File: src/hw/cog_pkg.sv
package cog_pkg;
  localparam int ADDR_W = 6;
  localparam int DATA_W = 16;
  localparam int PIN_N = 7;
  // Register indices
  localparam logic [5:0] MISC_ADDR = 6'h09;
  localparam logic [5:0] CLKO_ADDR = 6'h0A;
  localparam logic [5:0] DIR_ADDR = 6'h0B;
  // misc_control_three fields
  localparam int ALT_BIT = 7;
  localparam int CLKEN_BIT = 5;
  localparam int PRESC_LSB = 0;
  localparam logic [2:0] PRESC_RST = 3'h0;
  localparam logic CLKEN_RST = 1'b1;
  // clock_output_control fields
  localparam int TRIM_LSB = 8;
  localparam int RATE_LSB = 0;
  localparam logic [7:0] TRIM_RST = 8'h7E;
  localparam logic [2:0] RATE_RST = 3'h6;
  // pin_direction_control fields
  localparam int DRV_LSB = 14;
  localparam int OEN_LSB = 7;
  localparam int IEN_LSB = 0;
  localparam logic [1:0] DRV_RST = 2'h0;
  // Reference periods per output period, one entry per rate code
  localparam int DIV_W = 10;
  localparam logic [9:0] DIV_0 = 10'h001;
  localparam logic [9:0] DIV_1 = 10'h002;
  localparam logic [9:0] DIV_2 = 10'h004;
  localparam logic [9:0] DIV_3 = 10'h008;
  localparam logic [9:0] DIV_4 = 10'h010;
  localparam logic [9:0] DIV_5 = 10'h100;
  localparam logic [9:0] DIV_6 = 10'h1E8;
  localparam logic [9:0] DIV_7 = 10'h3D0;

  typedef struct packed {
    logic [5:0] addr;
    logic [15:0] data;
    logic wrEn;
    logic rdEn;
  } cog_req_s;

  typedef struct packed {
    logic [6:0] value;
    logic [6:0] oe;
  } cog_pins_s;
endpackage : cog_pkg

File: src/hw/cog_clock_out_gpio.sv
`timescale 1ns/10ps
// How it works
// - With the alternate select set, pin 1 shows out-of-idle and pin 2 shows a valid result.
// - With the alternate select clear, pins 1 and 2 are plain pins under direction and value.
// - The clock output toggles at the chosen rate when enabled (reset state) and is low when not.
// - Rate codes 000 to 100 give 16, 8, 4, 2, 1 MHz and code 101 gives 62.5 kHz.
// - Rate code 110, the reset value, divides the reference by 488.
// - Rate code 111 divides the reference by 976.
// - The timer prescale field in bits 2 to 0 picks the event timer base clock.
// - The crystal trim byte resets to 0x7E and sets the oscillator load.
// - Pins 7 down to 1 have output enables at bits 13 down to 7.
// - Pins 7 down to 1 have input enables at bits 6 down to 0.
// - A pin with both enables set is an input and is not driven, except pins 1 and 2 while the alternate select is set.
// - Reset tristates every pin and returns all directions to input.
// - The drive field in bits 15 to 14 sets pins 1 to 4 drive, 00 weakest at reset.
module cog_clock_out_gpio #(
  parameter int PIN_N = cog_pkg::PIN_N
)(
  input wire logic clk,
  input wire logic rst_b,
  input wire logic ce,
  input wire cog_pkg::cog_req_s req,
  output logic [15:0] regRdData,
  input wire logic refTick,
  input wire logic xcvrActive,
  input wire logic resultValid,
  input wire logic [6:0] pinOutValue,
  input wire logic [6:0] pinPadIn,
  output cog_pkg::cog_pins_s pinDrive,
  output logic [6:0] pinInData,
  output logic [1:0] lowPinsDriveStrength,
  output logic [7:0] crystalLoadTrim,
  output logic [2:0] eventTimerPrescale,
  output logic clockOut
);
  // Masks, views and status muxing are laid out for exactly seven pins
  if (PIN_N != 7)
  begin : g_pinCountCheck
    $error("cog_clock_out_gpio serves exactly seven pins");
  end

  function automatic logic [9:0] divFor(input logic [2:0] code);
    case (code)
      3'h0: divFor = cog_pkg::DIV_0;
      3'h1: divFor = cog_pkg::DIV_1;
      3'h2: divFor = cog_pkg::DIV_2;
      3'h3: divFor = cog_pkg::DIV_3;
      3'h4: divFor = cog_pkg::DIV_4;
      3'h5: divFor = cog_pkg::DIV_5;
      3'h6: divFor = cog_pkg::DIV_6;
      default: divFor = cog_pkg::DIV_7;
    endcase
  endfunction : divFor

  logic statusAlt_r;
  logic clockOutEnable_r;
  logic [2:0] prescale_r;
  logic [7:0] trim_r;
  logic [2:0] rate_r;
  logic [1:0] drive_r;
  logic [6:0] outEnable_r;
  logic [6:0] inEnable_r;
  logic [6:0] padSync1_r;
  logic [6:0] padSync2_r;
  logic [9:0] divCnt_r;
  logic clkOut_r;
  logic [6:0] pinVal_r;
  logic [6:0] pinOe_r;
  logic [6:0] pinIn_r;
  logic [15:0] rdData_r;

  wire logic wrMisc = req.wrEn && (req.addr == cog_pkg::MISC_ADDR);
  wire logic wrClko = req.wrEn && (req.addr == cog_pkg::CLKO_ADDR);
  wire logic wrDir = req.wrEn && (req.addr == cog_pkg::DIR_ADDR);

  wire logic [15:0] miscView = {8'h00, statusAlt_r, 1'b0, clockOutEnable_r, 2'h0, prescale_r};
  wire logic [15:0] clkoView = {trim_r, 5'h00, rate_r};
  wire logic [15:0] dirView = {drive_r, outEnable_r, inEnable_r};
  logic [15:0] rdSel;
  always_comb
  begin
    if (req.addr == cog_pkg::MISC_ADDR)
      rdSel = miscView;
    else if (req.addr == cog_pkg::CLKO_ADDR)
      rdSel = clkoView;
    else if (req.addr == cog_pkg::DIR_ADDR)
      rdSel = dirView;
    else
      rdSel = 16'h0000;
  end

  // Input setting wins over output setting
  wire logic [6:0] driveMask = outEnable_r & ~inEnable_r;
  wire logic [6:0] readMask = inEnable_r;
  // Alternate mode forces pins 1 and 2 to drive status regardless of direction
  wire logic [6:0] oeNxt = statusAlt_r ? {driveMask[6:2], 2'b11} : driveMask;
  wire logic [6:0] valNxt = statusAlt_r ?
    {pinOutValue[6:2], resultValid, xcvrActive} : pinOutValue;

  // Half an output period in reference ticks; refTick runs at twice the reference
  wire logic [9:0] halfCnt = divFor(rate_r);
  wire logic divWrap = (divCnt_r >= halfCnt - 10'h001);

  always_ff @(posedge clk)
  begin
    if (!rst_b)
    begin
      statusAlt_r <= 1'b0;
      clockOutEnable_r <= cog_pkg::CLKEN_RST;
      prescale_r <= cog_pkg::PRESC_RST;
    end
    else if (ce && wrMisc)
    begin
      statusAlt_r <= req.data[cog_pkg::ALT_BIT];
      clockOutEnable_r <= req.data[cog_pkg::CLKEN_BIT];
      prescale_r <= req.data[cog_pkg::PRESC_LSB +: 3];
    end
  end

  always_ff @(posedge clk)
  begin
    if (!rst_b)
    begin
      trim_r <= cog_pkg::TRIM_RST;
      rate_r <= cog_pkg::RATE_RST;
    end
    else if (ce && wrClko)
    begin
      trim_r <= req.data[cog_pkg::TRIM_LSB +: 8];
      rate_r <= req.data[cog_pkg::RATE_LSB +: 3];
    end
  end

  always_ff @(posedge clk)
  begin
    if (!rst_b)
    begin
      drive_r <= cog_pkg::DRV_RST;
      outEnable_r <= 7'h00;
      inEnable_r <= 7'h7F;
    end
    else if (ce && wrDir)
    begin
      drive_r <= req.data[cog_pkg::DRV_LSB +: 2];
      outEnable_r <= req.data[cog_pkg::OEN_LSB +: 7];
      inEnable_r <= req.data[cog_pkg::IEN_LSB +: 7];
    end
  end

  always_ff @(posedge clk)
  begin
    if (!rst_b)
    begin
      padSync1_r <= 7'h00;
      padSync2_r <= 7'h00;
    end
    else if (ce)
    begin
      padSync1_r <= pinPadIn;
      padSync2_r <= padSync1_r;
    end
  end

  always_ff @(posedge clk)
  begin
    if (!rst_b)
    begin
      pinVal_r <= 7'h00;
      pinOe_r <= 7'h00;
      pinIn_r <= 7'h00;
      rdData_r <= 16'h0000;
    end
    else if (ce)
    begin
      pinVal_r <= valNxt;
      pinOe_r <= oeNxt;
      pinIn_r <= padSync2_r & readMask;
      if (req.rdEn)
        rdData_r <= rdSel;
    end
  end

  // Counter restarts when disabled so the first edge after enabling is a full half period
  always_ff @(posedge clk)
  begin
    if (!rst_b)
    begin
      divCnt_r <= 10'h000;
      clkOut_r <= 1'b0;
    end
    else if (ce)
    begin
      if (!clockOutEnable_r)
      begin
        divCnt_r <= 10'h000;
        clkOut_r <= 1'b0;
      end
      else if (refTick)
      begin
        if (divWrap)
        begin
          divCnt_r <= 10'h000;
          clkOut_r <= ~clkOut_r;
        end
        else
          divCnt_r <= divCnt_r + 10'h001;
      end
    end
  end

  assign regRdData = rdData_r;
  // One assignment so the struct has a single driver
  assign pinDrive = '{value: pinVal_r, oe: pinOe_r};
  assign pinInData = pinIn_r;
  assign lowPinsDriveStrength = drive_r;
  assign crystalLoadTrim = trim_r;
  assign eventTimerPrescale = prescale_r;
  assign clockOut = clkOut_r;
endmodule : cog_clock_out_gpio

File: config.mk
export PLATFORM = sky130hd
export DESIGN_NAME = cog_clock_out_gpio
export DESIGN_NICKNAME = d
export VERILOG_FILES = /design/src/hw/cog_pkg.sv /design/src/hw/cog_clock_out_gpio.sv
export SDC_FILE = /design/constraint.sdc
export NUM_CORES = 1
export LEC_CHECK = 0
export BUFFER_PORTS_ARGS = -buffer_cell sky130_fd_sc_hd__buf_2
export CORE_ASPECT_RATIO = 2
export CORE_UTILIZATION = 55
export CTS_CLUSTER_DIAMETER = 40
export DETAILED_ROUTE_END_ITERATION = 12
export GPL_TIMING_DRIVEN = 0
export PLACE_DENSITY = 0.79
export REMOVE_ABC_BUFFERS = 1
export SETUP_SLACK_MARGIN = 0.05
export SLEW_MARGIN = 20
export SYNTH_ARGS = -nofsm -noshare
export SYNTH_HDL_FRONTEND = slang
export SYNTH_SLANG_ARGS = --single-unit
File: constraint.sdc
create_clock -name clk -period 4 [get_ports clk]
set_clock_uncertainty 0.15 [all_clocks]
set_input_delay 0.2 -clock clk [delete_from_list [all_inputs] [get_ports clk]]
set_output_delay 0.2 -clock clk [all_outputs]
set_load 0.005 [all_outputs]
# Yosys cells after proc, flatten, opt, wreduce, memory -nomap -nowiden
# Cells that the tools add are included.
[word_totals]
ff_bits = 94
in_bits = 44
output_inout_bits = 51
word_cells = 56
[op_classes]
n_addsub = 2
order_cmp = 1
eq_ne = 11
mux = 12
bitwise = 4
n_reduce_logical = 10
[ops]
columns = ["op", "count"]
rows = [
  ["$pmux 10 s7", 1],
  ["$mux 16", 3],
  ["$mux 10", 3],
  ["$eq 6x4->1 const B", 3],
  ["$and 7x7->7", 2],
  ["$add 10x1->10 const B", 1],
  ["$ge 10x10->1", 1],
  ["$sub 10x1->10 const B", 1],
  ["$eq 3x3->1 const B", 3],
  ["$not 7->7", 1],
  ["$eq 3x2->1 const B", 2],
  ["$logic_and 1x1->1", 6],
  ["$mux 2", 2],
  ["$reduce_and 2->1", 2],
  ["$eq 3x1->1 const B", 1],
  ["$logic_not 3->1", 1],
  ["$mux 1", 3],
  ["$reduce_and 3->1", 1],
  ["$ne 2x1->1 const B", 1],
  ["$ne 2x2->1 const B", 1],
  ["$not 1->1", 1],
]

# Logic depth before layout (Yosys ltp)
# Gate-level depths: netlist of the first run.
[logic_depth]
depth_word = 7
ltp_mapped = 10
ltp_nobuf = 8

# Least setup slack after synthesis of the first run
# No wires, ideal clock.
[synth_timing]
kind = "reg2reg"
startpoint = "register rate_r[0]"
endpoint = "register divCnt_r[0]"
setup_time_ns = 0.076
t_arrival_ns = 2.116
required_ns = 3.774
path_slack_ns = 1.659
path_stages_with_launch = 9
path_buffers = 1
synth_period_minus_slack_ns = 2.341
path_cell_list = "dfxtp_1 > clkbuf_1 > or3_1 > ha_1 > nand2b_1 > a211oi_1 > nor3b_1 > or4_1 > a21boi_0"
[synth_via]
elab_chain_len = 7
elab_cells_between_ends = 13
cone_classes = "add/sub (1); order compare (1); eq/ne (6); mux (4); reduce/logical (1)"
[synth_lines]
columns = ["item", "line_no", "source"]
rows = [
  ["start, declared", "cog_clock_out_gpio.sv:59", "logic [2:0] rate_r;"],
  ["start signal, assigned", "cog_clock_out_gpio.sv:125", "rate_r <= cog_pkg::RATE_RST;"],
  ["start signal, assigned", "cog_clock_out_gpio.sv:130", "rate_r <= req.data[cog_pkg::RATE_LSB +: 3];"],
  ["$eq 3x3->1 (tied with other cells)", "cog_clock_out_gpio.sv:43", "case (code)"],
  ["$pmux 10 s7 (*)", "cog_clock_out_gpio.sv:43", ""],
  ["$sub 10x1->10 (*)", "cog_clock_out_gpio.sv:102", "wire logic divWrap = (divCnt_r >= halfCnt - 10'h001);"],
  ["$ge 10x10->1 (*)", "cog_clock_out_gpio.sv:102", ""],
  ["$mux 10 (*)", "cog_clock_out_gpio.sv:200", "if (divWrap)"],
  ["$mux 10 (*)", "cog_clock_out_gpio.sv:198", "else if (refTick)"],
  ["$mux 10 (*)", "cog_clock_out_gpio.sv:193", "if (!clockOutEnable_r)"],
  ["end signal, assigned", "cog_clock_out_gpio.sv:206", "divCnt_r <= divCnt_r + 10'h001;"],
  ["end, declared", "cog_clock_out_gpio.sv:65", "logic [9:0] divCnt_r;"],
]
# Every way passes the cells marked *; elsewhere a longest branch is shown, timed or not. The select of a mux whose other input is x is not followed.
# A chain may end at the register's enable or synchronous reset.

# Worst setup path after layout of the first run
[layout_timing]
startpoint = "register rate_r[1]"
endpoint = "register divCnt_r[0]"
# The elaborated chain is that of the path after synthesis.

==> flow_metrics.py, run 1 <==
metrics = {
    "outcome": {
        "outcome": "finished, violations left",
        "failed_checks": "hold timing",
    },
    "detailed_routing": {
        "viasPerCell": 5.522,
        "drt.antenna.violating_nets": 0,
        "post-route-drc-count": 0,
        "dr_pass1_iterations": 6,
        "avgRoutedWirePerCell_microns": 15.20,
        "finalWirelength_mm": 9.822,
        "drt_iter0_markers": 202,
        "dr_total_vias": 3567,
    },
    "sta": {
        "worst_pin_slew_ps": 873.3,
        "relative_slew_slack_pct": 41.53,
        "hold_slack_ps": -3.368,
        "final-max-slew-violation-count": 0,
        "setup_tns_ps": 0,
        "maxClockFrequency_ghz": 0.3910,
        "rsz0062_at_grt": "false",
        "min_period_over_period_pct": 63.94,
        "min_period_ps": 2558,
        "hold_viol": 1,
        "finalSetupViolations": 0,
    },
    "power": {
        "vdd_drop_max_uv": 354.7,
        "power.static_leakage_nw": 2.191,
        "power_density_mw_per_mm2": 376.3,
    },
    "floorplanning": {
        "die_w_microns": 63.74,
        "initial_core_util_pct": 57.26,
        "fp.dieH_microns": 125.5,
        "core_area_sq_mm": 0.007322,
        "io_pins": 95,
        "row_count": 44,
        "fp.dieArea_sq_mm": 0.007998,
    },
    "clocking": {
        "cts_tree": "yes",
        "cts_repair_resized_insts": 0,
        "cts_htree_levels": 3,
        "tritoncts_num_sinks": 94,
        "cts_inserted_buffers": 9,
        "number_of_buffers_between_clock_root_and_the_deepest_sink": 2,
        "clk_pin_slew_worst_paths_ps": 60,
        "insertion_delay_ps": 330,
        "clockRootBuffer": "clkbuf_16",
        "post_cts_buffers": 0,
    },
    "worst_hold_path": {
        "hold_path_depth": 3,
        "worst_hold_path_type": "in2reg",
    },
    "setup_path": {
        "end_kind": "flip-flop",
        "timing_worst_setup_path_type": "reg2reg",
        "reg2reg_depth": 8,
        "setup.worst_path.start_class": "flip-flop",
        "crit_required_ps": 4110,
        "critical_path_peak_fanout": 10,
        "crit_arrival_ps": 2660,
    },
    "cells_and_area": {
        "insertedDiodeCount": 0,
        "layout-drive-gt1-share_pct": 20.58,
        "layout.filler_cells": 573,
        "layout.cells.non_filler": 646,
        "area_growth_pct": 24.44,
        "post-route-cell-area_sq_mm": 0.005218,
        "num-nets-final": 606,
        "utilization_pct": 71.26,
    },
    "yosys": {
        "yosysTopAreaCell": "dfxtp_1",
        "post-synth-top-count-cell": "dfxtp_1",
        "netlist_area_sq_mm": 0.004193,
        "yosys.area.top_type_share_pct": 44.88,
        "synthesis.area_per_instance_sq_um": 9.359,
        "synthTopCellsByArea": "dfxtp_1 (45%), mux2i_1 (9.3%), nand2_1 (6.3%)",
        "synth_seq_cells": 94,
        "post_synth_inst_count": 448,
        "synth_ff_type": "dfxtp_1",
        "synth_enable_flop_cells": 0,
        "yosysWarnings": 0,
        "synth_cell_type_count": 51,
        "postSynth.asyncResetShare_pct": 0,
        "ys_seq_area_share_pct": 44.88,
        "yosys-top-cells-count": "dfxtp_1 (94), nand2_1 (70), mux2i_1 (39), nor2b_1 (28), a21boi_0 (23)",
    },
    "global_routing": {
        "global_route.overflow_total": 0,
        "global_route_wire_length_before_repair_mm": 16.19,
        "grtUsageTotal_pct": 26.08,
        "antenna_found_initial": 0,
        "via_count_of_the_first_global_routing_pass": 3473,
        "grt_max_degree": 96,
    },
    "place": {
        "buffer_ports.inserted": 94,
        "place_congestion": 0.8281,
        "numPlacedInstances": 605,
        "dp_hpwl_mm": 6.532,
        "dpl-instance-area_sq_mm": 0.004642,
    },
    "flow_run": {
        "maxCapViolations": 0,
    },
}
cell usage in the layout (no fill, tap or decap), types with 4 or more instances in the layout:
master | netlist | routed
dfxtp_1 | 94 | 94
buf_2 | 6 | 92
nand2_1 | 70 | 70
mux2i_1 | 39 | 39
nor2b_1 | 28 | 28
dlygate4sd3_1 | 0 | 27
a21boi_0 | 23 | 23
nand3_1 | 18 | 18
nand2b_1 | 15 | 15
o21ai_0 | 14 | 14
and2_1 | 11 | 11
ha_1 | 11 | 11
clkbuf_16 | 0 | 9
a21oi_1 | 8 | 8
a22oi_1 | 8 | 8
nor3b_1 | 7 | 7
inv_1 | 6 | 6
a21boi_1 | 6 | 6
nand3b_1 | 6 | 6
xor2_1 | 4 | 4
o211ai_1 | 4 | 4
nand4_1 | 4 | 4
xnor2_1 | 4 | 4
flip-flops by register name, summed over array words and instances (netlist names), 2 cells and up:
register              cells
crystalLoadTrim           8
inEnable_r                7
padSync2_r                7
lowPinsDriveStrength      2
pinOe_r                   7
regRdData                16
pinInData                 7
padSync1_r                7
eventTimerPrescale        3
divCnt_r                 10
rate_r                    3
pinVal_r                  7
outEnable_r               7
final cells by class:
class                      count  area, sq um  area share [%]
inverter                       6        22.52          0.4317
clock buffer                  10        229.0           4.389
clock inverter                 4        73.82           1.415
timing repair buffer         121        745.7           14.29
sequential                    94         1882           36.07
multi-input combinational    319         2150           41.20
tap                           92        115.1           2.206
per-layer routing:
layer  routed length (microns)  part of all wire [%]  vias up  GRT usage (%)
met1                      3776                    38     1689          28.00
met5                         0                     0        -              0
met4                       292                   3.0        0          13.10
met2                      5373                    55       97          46.56
li1                          -                     -     1758              -
met3                       381                   3.9       23          5.657
logic make-up after synthesis:
logic type      count (synthesis)  synth area share, %
compound gates                 79                13.22
flops                          94                44.88
mux                            39                9.311
fa+ha+maj                      11                3.283
xor+xnor                        8                1.671
buf+inv                        35                3.849
simple gates                  182                23.78
what timing repair did:
action | 4_1_cts | 5_1_grt
endpoints found under the hold margin | 36 | 0
hold buffers | 27 | 0
endpoints found under the setup margin | 0 | 0
power breakdown:
part	switching (mW)	internal (mW)	leakage [nW]
clock	0.330	0.540	0.148
combinational	0.0628	0.0694	1.28
sequential	0.00949	0.952	0.762
final timing paths:
| path | start | to | slack (ps) |
|---|---|---|---|
| worst min-delay path | pinPadIn[0] | padSync1_r[0] | -3 |
| worst min register to register | regRdData[6] | regRdData[6] | 310 |
| worst max-delay path | rate_r[1] | divCnt_r[0] | 1440 |
| worst max register to register | rate_r[1] | divCnt_r[0] | 1440 |
metrics by stage:
stage,setup slack [ps],power (mW)
global route,1273,2.033
floorplan,1753,1.028
detailed placement,1187,1.094
finish,1442,1.964
global placement,1289,1.090
CTS,1445,1.979
worst max-delay path, stage by stage, from the launching register on:
cell,delay (ps)
dfxtp_1,500
inv_1,130
o21ai_0,200
ha_1,280
a21o_1,160
a21oi_1,130
o2111ai_1,250
or4_1,500
a21boi_0,170
Power figures use the tool's default switching activity.
==> run 2, diff against run 1 <==
- ABC_AREA: default -> 1
- CORE_UTILIZATION: 55 -> 54
- PLACE_DENSITY: 0.79 -> 0.78
- clock period: 4 -> 2.65 ns (I/O delays scaled with it)
==> flow_metrics.py, run 2 <==
metrics = {
    "detailed_routing": {
        "viasPerCell": 5.111,
        "finalWirelength_mm": 10.17,
        "avgRoutedWirePerCell_microns": 13.08,
        "drt_iter0_markers": 249,
        "dr_total_vias": 3976,
        "dr_pass1_iterations": 4,
        "post-route-drc-count": 0,
        "drt.antenna.violating_nets": 0,
    },
    "outcome": {
        "outcome": "completed",
    },
    "sta": {
        "hold_viol": 0,
        "rsz0062_at_grt": "false",
        "hold_slack_ps": 96.82,
        "setup_slack_ps": 416.6,
        "relative_slew_slack_pct": 49.65,
        "min_period_ps": 2233,
        "maxClockFrequency_ghz": 0.4478,
        "min_period_over_period_pct": 84.28,
        "setup_tns_ps": 0,
        "worst_pin_slew_ps": 752.5,
        "finalSetupViolations": 0,
        "final-max-slew-violation-count": 0,
    },
    "cells_and_area": {
        "layout_common_cells": "nand2_1 (128), nor2_1 (104), dfxtp_1 (94)",
        "largest_register_ffs": 16,
        "utilization_pct": 70.68,
        "multiInputGateArea_sq_mm": 0.001941,
        "insertedDiodeCount": 0,
        "num-nets-final": 738,
        "layout-drive-gt1-share_pct": 17.93,
        "layout_commonest_cell": "nand2_1",
        "final-seq-area_sq_mm": 0.001882,
        "layout.filler_cells": 611,
        "area_growth_pct": 25.75,
    },
    "global_routing": {
        "grt_max_degree": 77,
        "global_route_wire_length_before_repair_mm": 16.54,
        "grtUsageTotal_pct": 26.36,
        "via_count_of_the_first_global_routing_pass": 3714,
        "antenna_found_initial": 0,
        "global_route.overflow_total": 0,
    },
    "yosys": {
        "synth_seq_cells": 94,
        "yosysTopAreaCell": "dfxtp_1",
        "main_combinational_cell_family_by_area_after_synthesis": "simple AND/OR/NAND/NOR gates",
        "post-synth-top-count-cell": "nand2_1",
        "adder_cell_fraction_of_synth_area_pct": 3.344,
        "synthesis.area_per_instance_sq_um": 7.232,
        "post_synth_inst_count": 569,
        "yosys-top-cells-count": "nand2_1 (128), nor2_1 (104), dfxtp_1 (94), o21ai_0 (56), inv_1 (44)",
        "yosysWarnings": 0,
        "synthTopCellsByArea": "dfxtp_1 (46%), nand2_1 (12%), nor2_1 (9.5%)",
        "synthSimpleGateAreaFrac_pct": 29.89,
        "synth_enable_flop_cells": 0,
        "yosys.area.top_type_share_pct": 45.73,
        "netlist_area_sq_mm": 0.004115,
        "synth_compound_gate_area_share_pct": 12.62,
        "ys_seq_area_share_pct": 45.73,
        "synth_mux_area_share_pct": 0.2432,
        "synth_ff_type": "dfxtp_1",
        "postSynth.asyncResetShare_pct": 0,
        "xor_xnor_portion_of_the_synthesized_cell_area_pct": 1.064,
        "synth_cell_type_count": 31,
    },
    "power": {
        "power.share.clock_pct": 40.0,
        "vdd_drop_max_uv": 557.3,
        "power_switching_uw": 671.8,
        "power.static_leakage_nw": 2.544,
        "seq_power_share_pct": 51.3,
        "p_sw_share_pct": 23.26,
        "gate_power_share_pct": 8.7,
        "internal_power_mw": 2.217,
        "power_density_mw_per_mm2": 558.2,
        "report.power.total_mw": 2.889,
    },
    "setup_path": {
        "rr_startpoint": "rate_r[2]",
        "worstReg2RegEnd": "divCnt_r[8]",
        "crit_required_ps": 2770,
        "timing_worst_setup_path_type": "reg2reg",
        "ff2ff_setup_slack_ps": 420,
        "crit_arrival_ps": 2350,
        "reg2reg_depth": 13,
        "setup.worst_path.start_class": "flip-flop",
        "critical_path_peak_fanout": 10,
        "end_kind": "flip-flop",
    },
    "clocking": {
        "clockRootBuffer": "clkbuf_16",
        "cts_tree": "yes",
        "cts_htree_levels": 3,
        "cts_inserted_buffers": 9,
        "post_cts_buffers": 0,
        "tritoncts_num_sinks": 94,
        "clk_pin_slew_worst_paths_ps": 60,
        "number_of_buffers_between_clock_root_and_the_deepest_sink": 2,
        "insertion_delay_ps": 330,
    },
    "flow_run": {
        "maxCapViolations": 0,
    },
    "floorplanning": {
        "fp.dieH_microns": 125.5,
        "fp.dieArea_sq_mm": 0.007995,
        "row_count": 44,
        "io_pins": 95,
        "die_w_microns": 63.73,
        "core_area_sq_mm": 0.007322,
        "initial_core_util_pct": 56.20,
    },
    "place": {
        "detailedPlace.worstSlack_ps": 297.0,
        "dp_hpwl_mm": 6.915,
        "buffer_ports.inserted": 94,
        "place_congestion": 0.9055,
    },
    "worst_hold_path": {
        "worst_hold_path_type": "in2reg",
        "hold_path_depth": 6,
        "hold_path_end": "regRdData[14]",
        "hold_start": "req[22]",
    },
}
[run 2: changes by cell type in the layout (fill, tap and decap cells not counted), moves of 6 or more]
cell / previous run / this run
a21boi_0: 23 / 0
a21boi_1: 6 / 0
a21oi_1: 8 / 27
a22oi_1: 8 / 0
and2_1: 11 / 0
inv_1: 6 / 44
mux2i_1: 39 / 1
nand2_1: 70 / 128
nand2b_1: 15 / 0
nand3_1: 18 / 43
nor2_1: 3 / 104
nor2b_1: 28 / 0
nor3b_1: 7 / 0
o21ai_0: 14 / 56
[run 2: logic make-up after synthesis]
kind of cell	count (synthesis)
buffers and inverters	71
adder cells (fa/ha/maj)	11
multiplexers	1
AO/OA/AOI/OAI	95
XOR/XNOR	5
AND/OR/NAND/NOR	292
flip-flops	94
[run 2: area by class of cell]
type / count / area share (%)
multi-input cells: 404 / 37.50
clock inverters: 4 / 0.4836
well taps: 92 / 2.224
repair buffers: 126 / 15.33
inverters: 48 / 3.482
flip-flops and latches: 94 / 36.36
clock buffers: 10 / 4.618
[run 2: metrics by stage]
step | cell area (sq um) | std cells
6_report | 5175 | 778
5_1_grt | 5175 | 778
4_1_cts | 5172 | 778
3_5_place_dp | 4588 | 732
3_3_place_gp | 4588 | 732
2_1_floorplan | 4003 | 546
[run 2: worst max path at each step]
stage | startpoint | cells past startpoint | slack (ps) | endpoint
finish | rate_r[2] | 13 | 420 | divCnt_r[8]
detailed placement | ce | 6 | 300 | regRdData[7]
CTS | rate_r[2] | 13 | 390 | divCnt_r[8]
floorplan | rate_r[2] | 11 | 760 | divCnt_r[8]
global route | rate_r[2] | 13 | 160 | divCnt_r[9]
global placement | ce | 6 | 310 | regRdData[7]
[run 2: metal layers]
layer	up-vias	share of wire, %	track usage, %	wire length (microns)
met5	-	0	0	0
met4	0	2.9	12.57	296
met3	22	3.8	5.474	382
met2	98	54	47.37	5513
met1	1803	39	28.46	3980
li1	2053	-	-	-
[run 2: what timing repair did]
action,4_1_cts,5_1_grt
resized for setup,0,0
endpoints found under the setup margin,0,0
hold buffers,32,0
endpoints found under the hold margin,46,0
[run 2: power by group through the flow]
stage	combinational, mW	sequential, mW	clock [mW]
after global placement	0.207	1.51	0
after global routing	0.281	1.49	1.23
after floorplan	0.0971	1.51	0
after CTS	0.250	1.48	1.17
after detailed placement	0.213	1.51	0
final	0.251	1.48	1.16
[run 2: critical path, stage by stage (launching register included)]
cell and delay (ps):
dfxtp_1 480, inv_1 120, o21ai_0 160, inv_1 60
ha_1 290, nand2_1 90, inv_1 40, nand2_1 50
nand2_1 50, nand2_1 50, nand3_1 120, nand2_1 90
nand2_1 230, nor2_1 190
==> run 3, diff against run 2 <==
- clock period: 2.65 -> 2.3 ns (I/O delays scaled with it)
==> flow_metrics.py, run 3 (synthesized netlist as in run 2, its figures left out) <==
metrics = {
    "outcome": {
        "outcome": "completed",
    },
    "worst_hold_path": {
        "hold_path_depth": 6,
        "worst_hold_path_type": "in2reg",
    },
    "floorplanning": {
        "die_w_microns": 63.73,
        "io_pins": 95,
        "initial_core_util_pct": 56.20,
        "core_area_sq_mm": 0.007322,
        "fp.dieArea_sq_mm": 0.007995,
        "fp.dieH_microns": 125.5,
        "row_count": 44,
    },
    "global_routing": {
        "grtUsageTotal_pct": 26.36,
        "global_route_wire_length_before_repair_mm": 16.54,
        "via_count_of_the_first_global_routing_pass": 3714,
        "global_route.overflow_total": 0,
        "grt_max_degree": 77,
        "antenna_found_initial": 0,
    },
    "sta": {
        "rsz0062_at_grt": "false",
        "min_period_over_period_pct": 88.19,
        "final-max-slew-violation-count": 0,
        "hold_slack_ps": 76.54,
        "finalSetupViolations": 0,
        "min_period_ps": 2028,
        "hold_viol": 0,
        "maxClockFrequency_ghz": 0.4930,
        "worst_pin_slew_ps": 744.8,
        "relative_slew_slack_pct": 50.17,
        "setup_tns_ps": 0,
        "setup_slack_ps": 271.6,
    },
    "detailed_routing": {
        "drt_iter0_markers": 285,
        "avgRoutedWirePerCell_microns": 13.06,
        "dr_total_vias": 3996,
        "drt.antenna.violating_nets": 0,
        "post-route-drc-count": 0,
        "dr_pass1_iterations": 4,
        "viasPerCell": 5.136,
        "finalWirelength_mm": 10.16,
    },
    "cells_and_area": {
        "area_growth_pct": 26.21,
        "post-route-cell-area_sq_mm": 0.005194,
        "multiInputGateArea_sq_mm": 0.001953,
        "layout.filler_cells": 606,
        "layout_commonest_cell": "nand2_1",
        "insertedDiodeCount": 0,
        "num-nets-final": 738,
        "largest_register_ffs": 16,
        "utilization_pct": 70.93,
        "final-seq-area_sq_mm": 0.001884,
        "layout_common_cells": "nand2_1 (127), nor2_1 (102), buf_2 (93)",
        "layout-drive-gt1-share_pct": 18.80,
    },
    "setup_path": {
        "crit_arrival_ps": 2150,
        "ff2ff_setup_slack_ps": 270,
        "reg2reg_depth": 14,
        "setup.worst_path.start_class": "flip-flop",
        "end_kind": "flip-flop",
        "worst_setup_path_startpoint": "rate_r[0]",
        "critical_path_peak_fanout": 10,
        "timing_worst_setup_path_type": "reg2reg",
        "rr_startpoint": "rate_r[0]",
        "worstReg2RegEnd": "divCnt_r[1]",
        "worstSetupEndpoint": "divCnt_r[1]",
        "crit_required_ps": 2420,
    },
    "clocking": {
        "cts_inserted_buffers": 9,
        "tritoncts_num_sinks": 94,
        "clk_pin_slew_worst_paths_ps": 60,
        "insertion_delay_ps": 340,
        "cts_htree_levels": 3,
        "clockRootBuffer": "clkbuf_16",
        "number_of_buffers_between_clock_root_and_the_deepest_sink": 2,
        "post_cts_buffers": 0,
        "cts_tree": "yes",
    },
    "place": {
        "detailedPlace.worstSlack_ps": -35.48,
        "place_congestion": 0.9055,
        "dpl-instance-area_sq_mm": 0.004588,
        "dp_hpwl_mm": 6.915,
        "buffer_ports.inserted": 94,
    },
    "power": {
        "power.static_leakage_nw": 2.535,
        "power_density_mw_per_mm2": 642.2,
        "vdd_drop_max_uv": 643.3,
    },
    "flow_run": {
        "maxCapViolations": 0,
    },
}
==> run 3: cell types whose count changed in the layout (fill, tap and decap cells not counted) <==
cell        delta
nand2_4        +1
clkinvlp_4     +1
nor2_1         -2
dfxtp_2        +2
o21ai_0        -1
nand2_1        -1
o21ai_1        +1
dfxtp_1        -2
inv_1          -1
nor2_2         +2
==> run 3: worst max-delay path: stages (launching register included) <==
cell,delay (ps)
dfxtp_1,350
inv_1,130
nand2_1,80
o21ai_1,110
inv_1,50
ha_1,280
nand2_1,90
inv_1,40
nand2_1,50
nand2_1,50
nand2_1,50
nand3_1,130
nand2_1,140
nand2_4,110
nor2_1,130
==> run 3: stage by stage <==
step / power, mW / std cells
2_1_floorplan: 1.853 / 546
3_3_place_gp: 1.979 / 732
3_5_place_dp: 1.988 / 732
4_1_cts: 3.347 / 778
5_1_grt: 3.451 / 778
6_report: 3.335 / 778
==> run 3: worst min path at each step <==
stage,startpoint,endpoint
after detailed placement,pinPadIn[0],padSync1_r[0]
final,req[22],regRdData[14]
after floorplan,rst_b,clockOutEnable_r
after global routing,req[23],regRdData[9]
after CTS,req[22],regRdData[14]
after global placement,pinOutValue[4],pinVal_r[4]
==> run 3: power by group <==
group / internal [mW] / switching, mW / total (mW)
clock: 0.745 / 0.592 / 1.34
sequential: 1.68 / 0.0278 / 1.71
combinational: 0.130 / 0.161 / 0.290
==> run 3: final cells by class <==
class	count	share of cell area, %
tap	92	2.216
multi-input combinational	404	37.61
sequential	94	36.28
inverter	48	3.541
clock buffer	10	4.601
clock inverter	4	0.4818
timing repair buffer	126	15.27
==> run 3: what timing repair did <==
item,4_1_cts,5_1_grt
cloned,0,0
hold buffers,32,0
endpoints found under the hold margin,46,0
gates resized for setup,1,7
endpoints found under the setup margin,3,11
==> run 3: routing by layer <==
layer	vias to the layer above	GRT usage, %	share of wire [%]
met4	0	12.57	3.3
met2	107	47.37	54
met1	1806	28.46	38
met3	28	5.474	4.4
li1	2055	-	-
met5	-	0	0
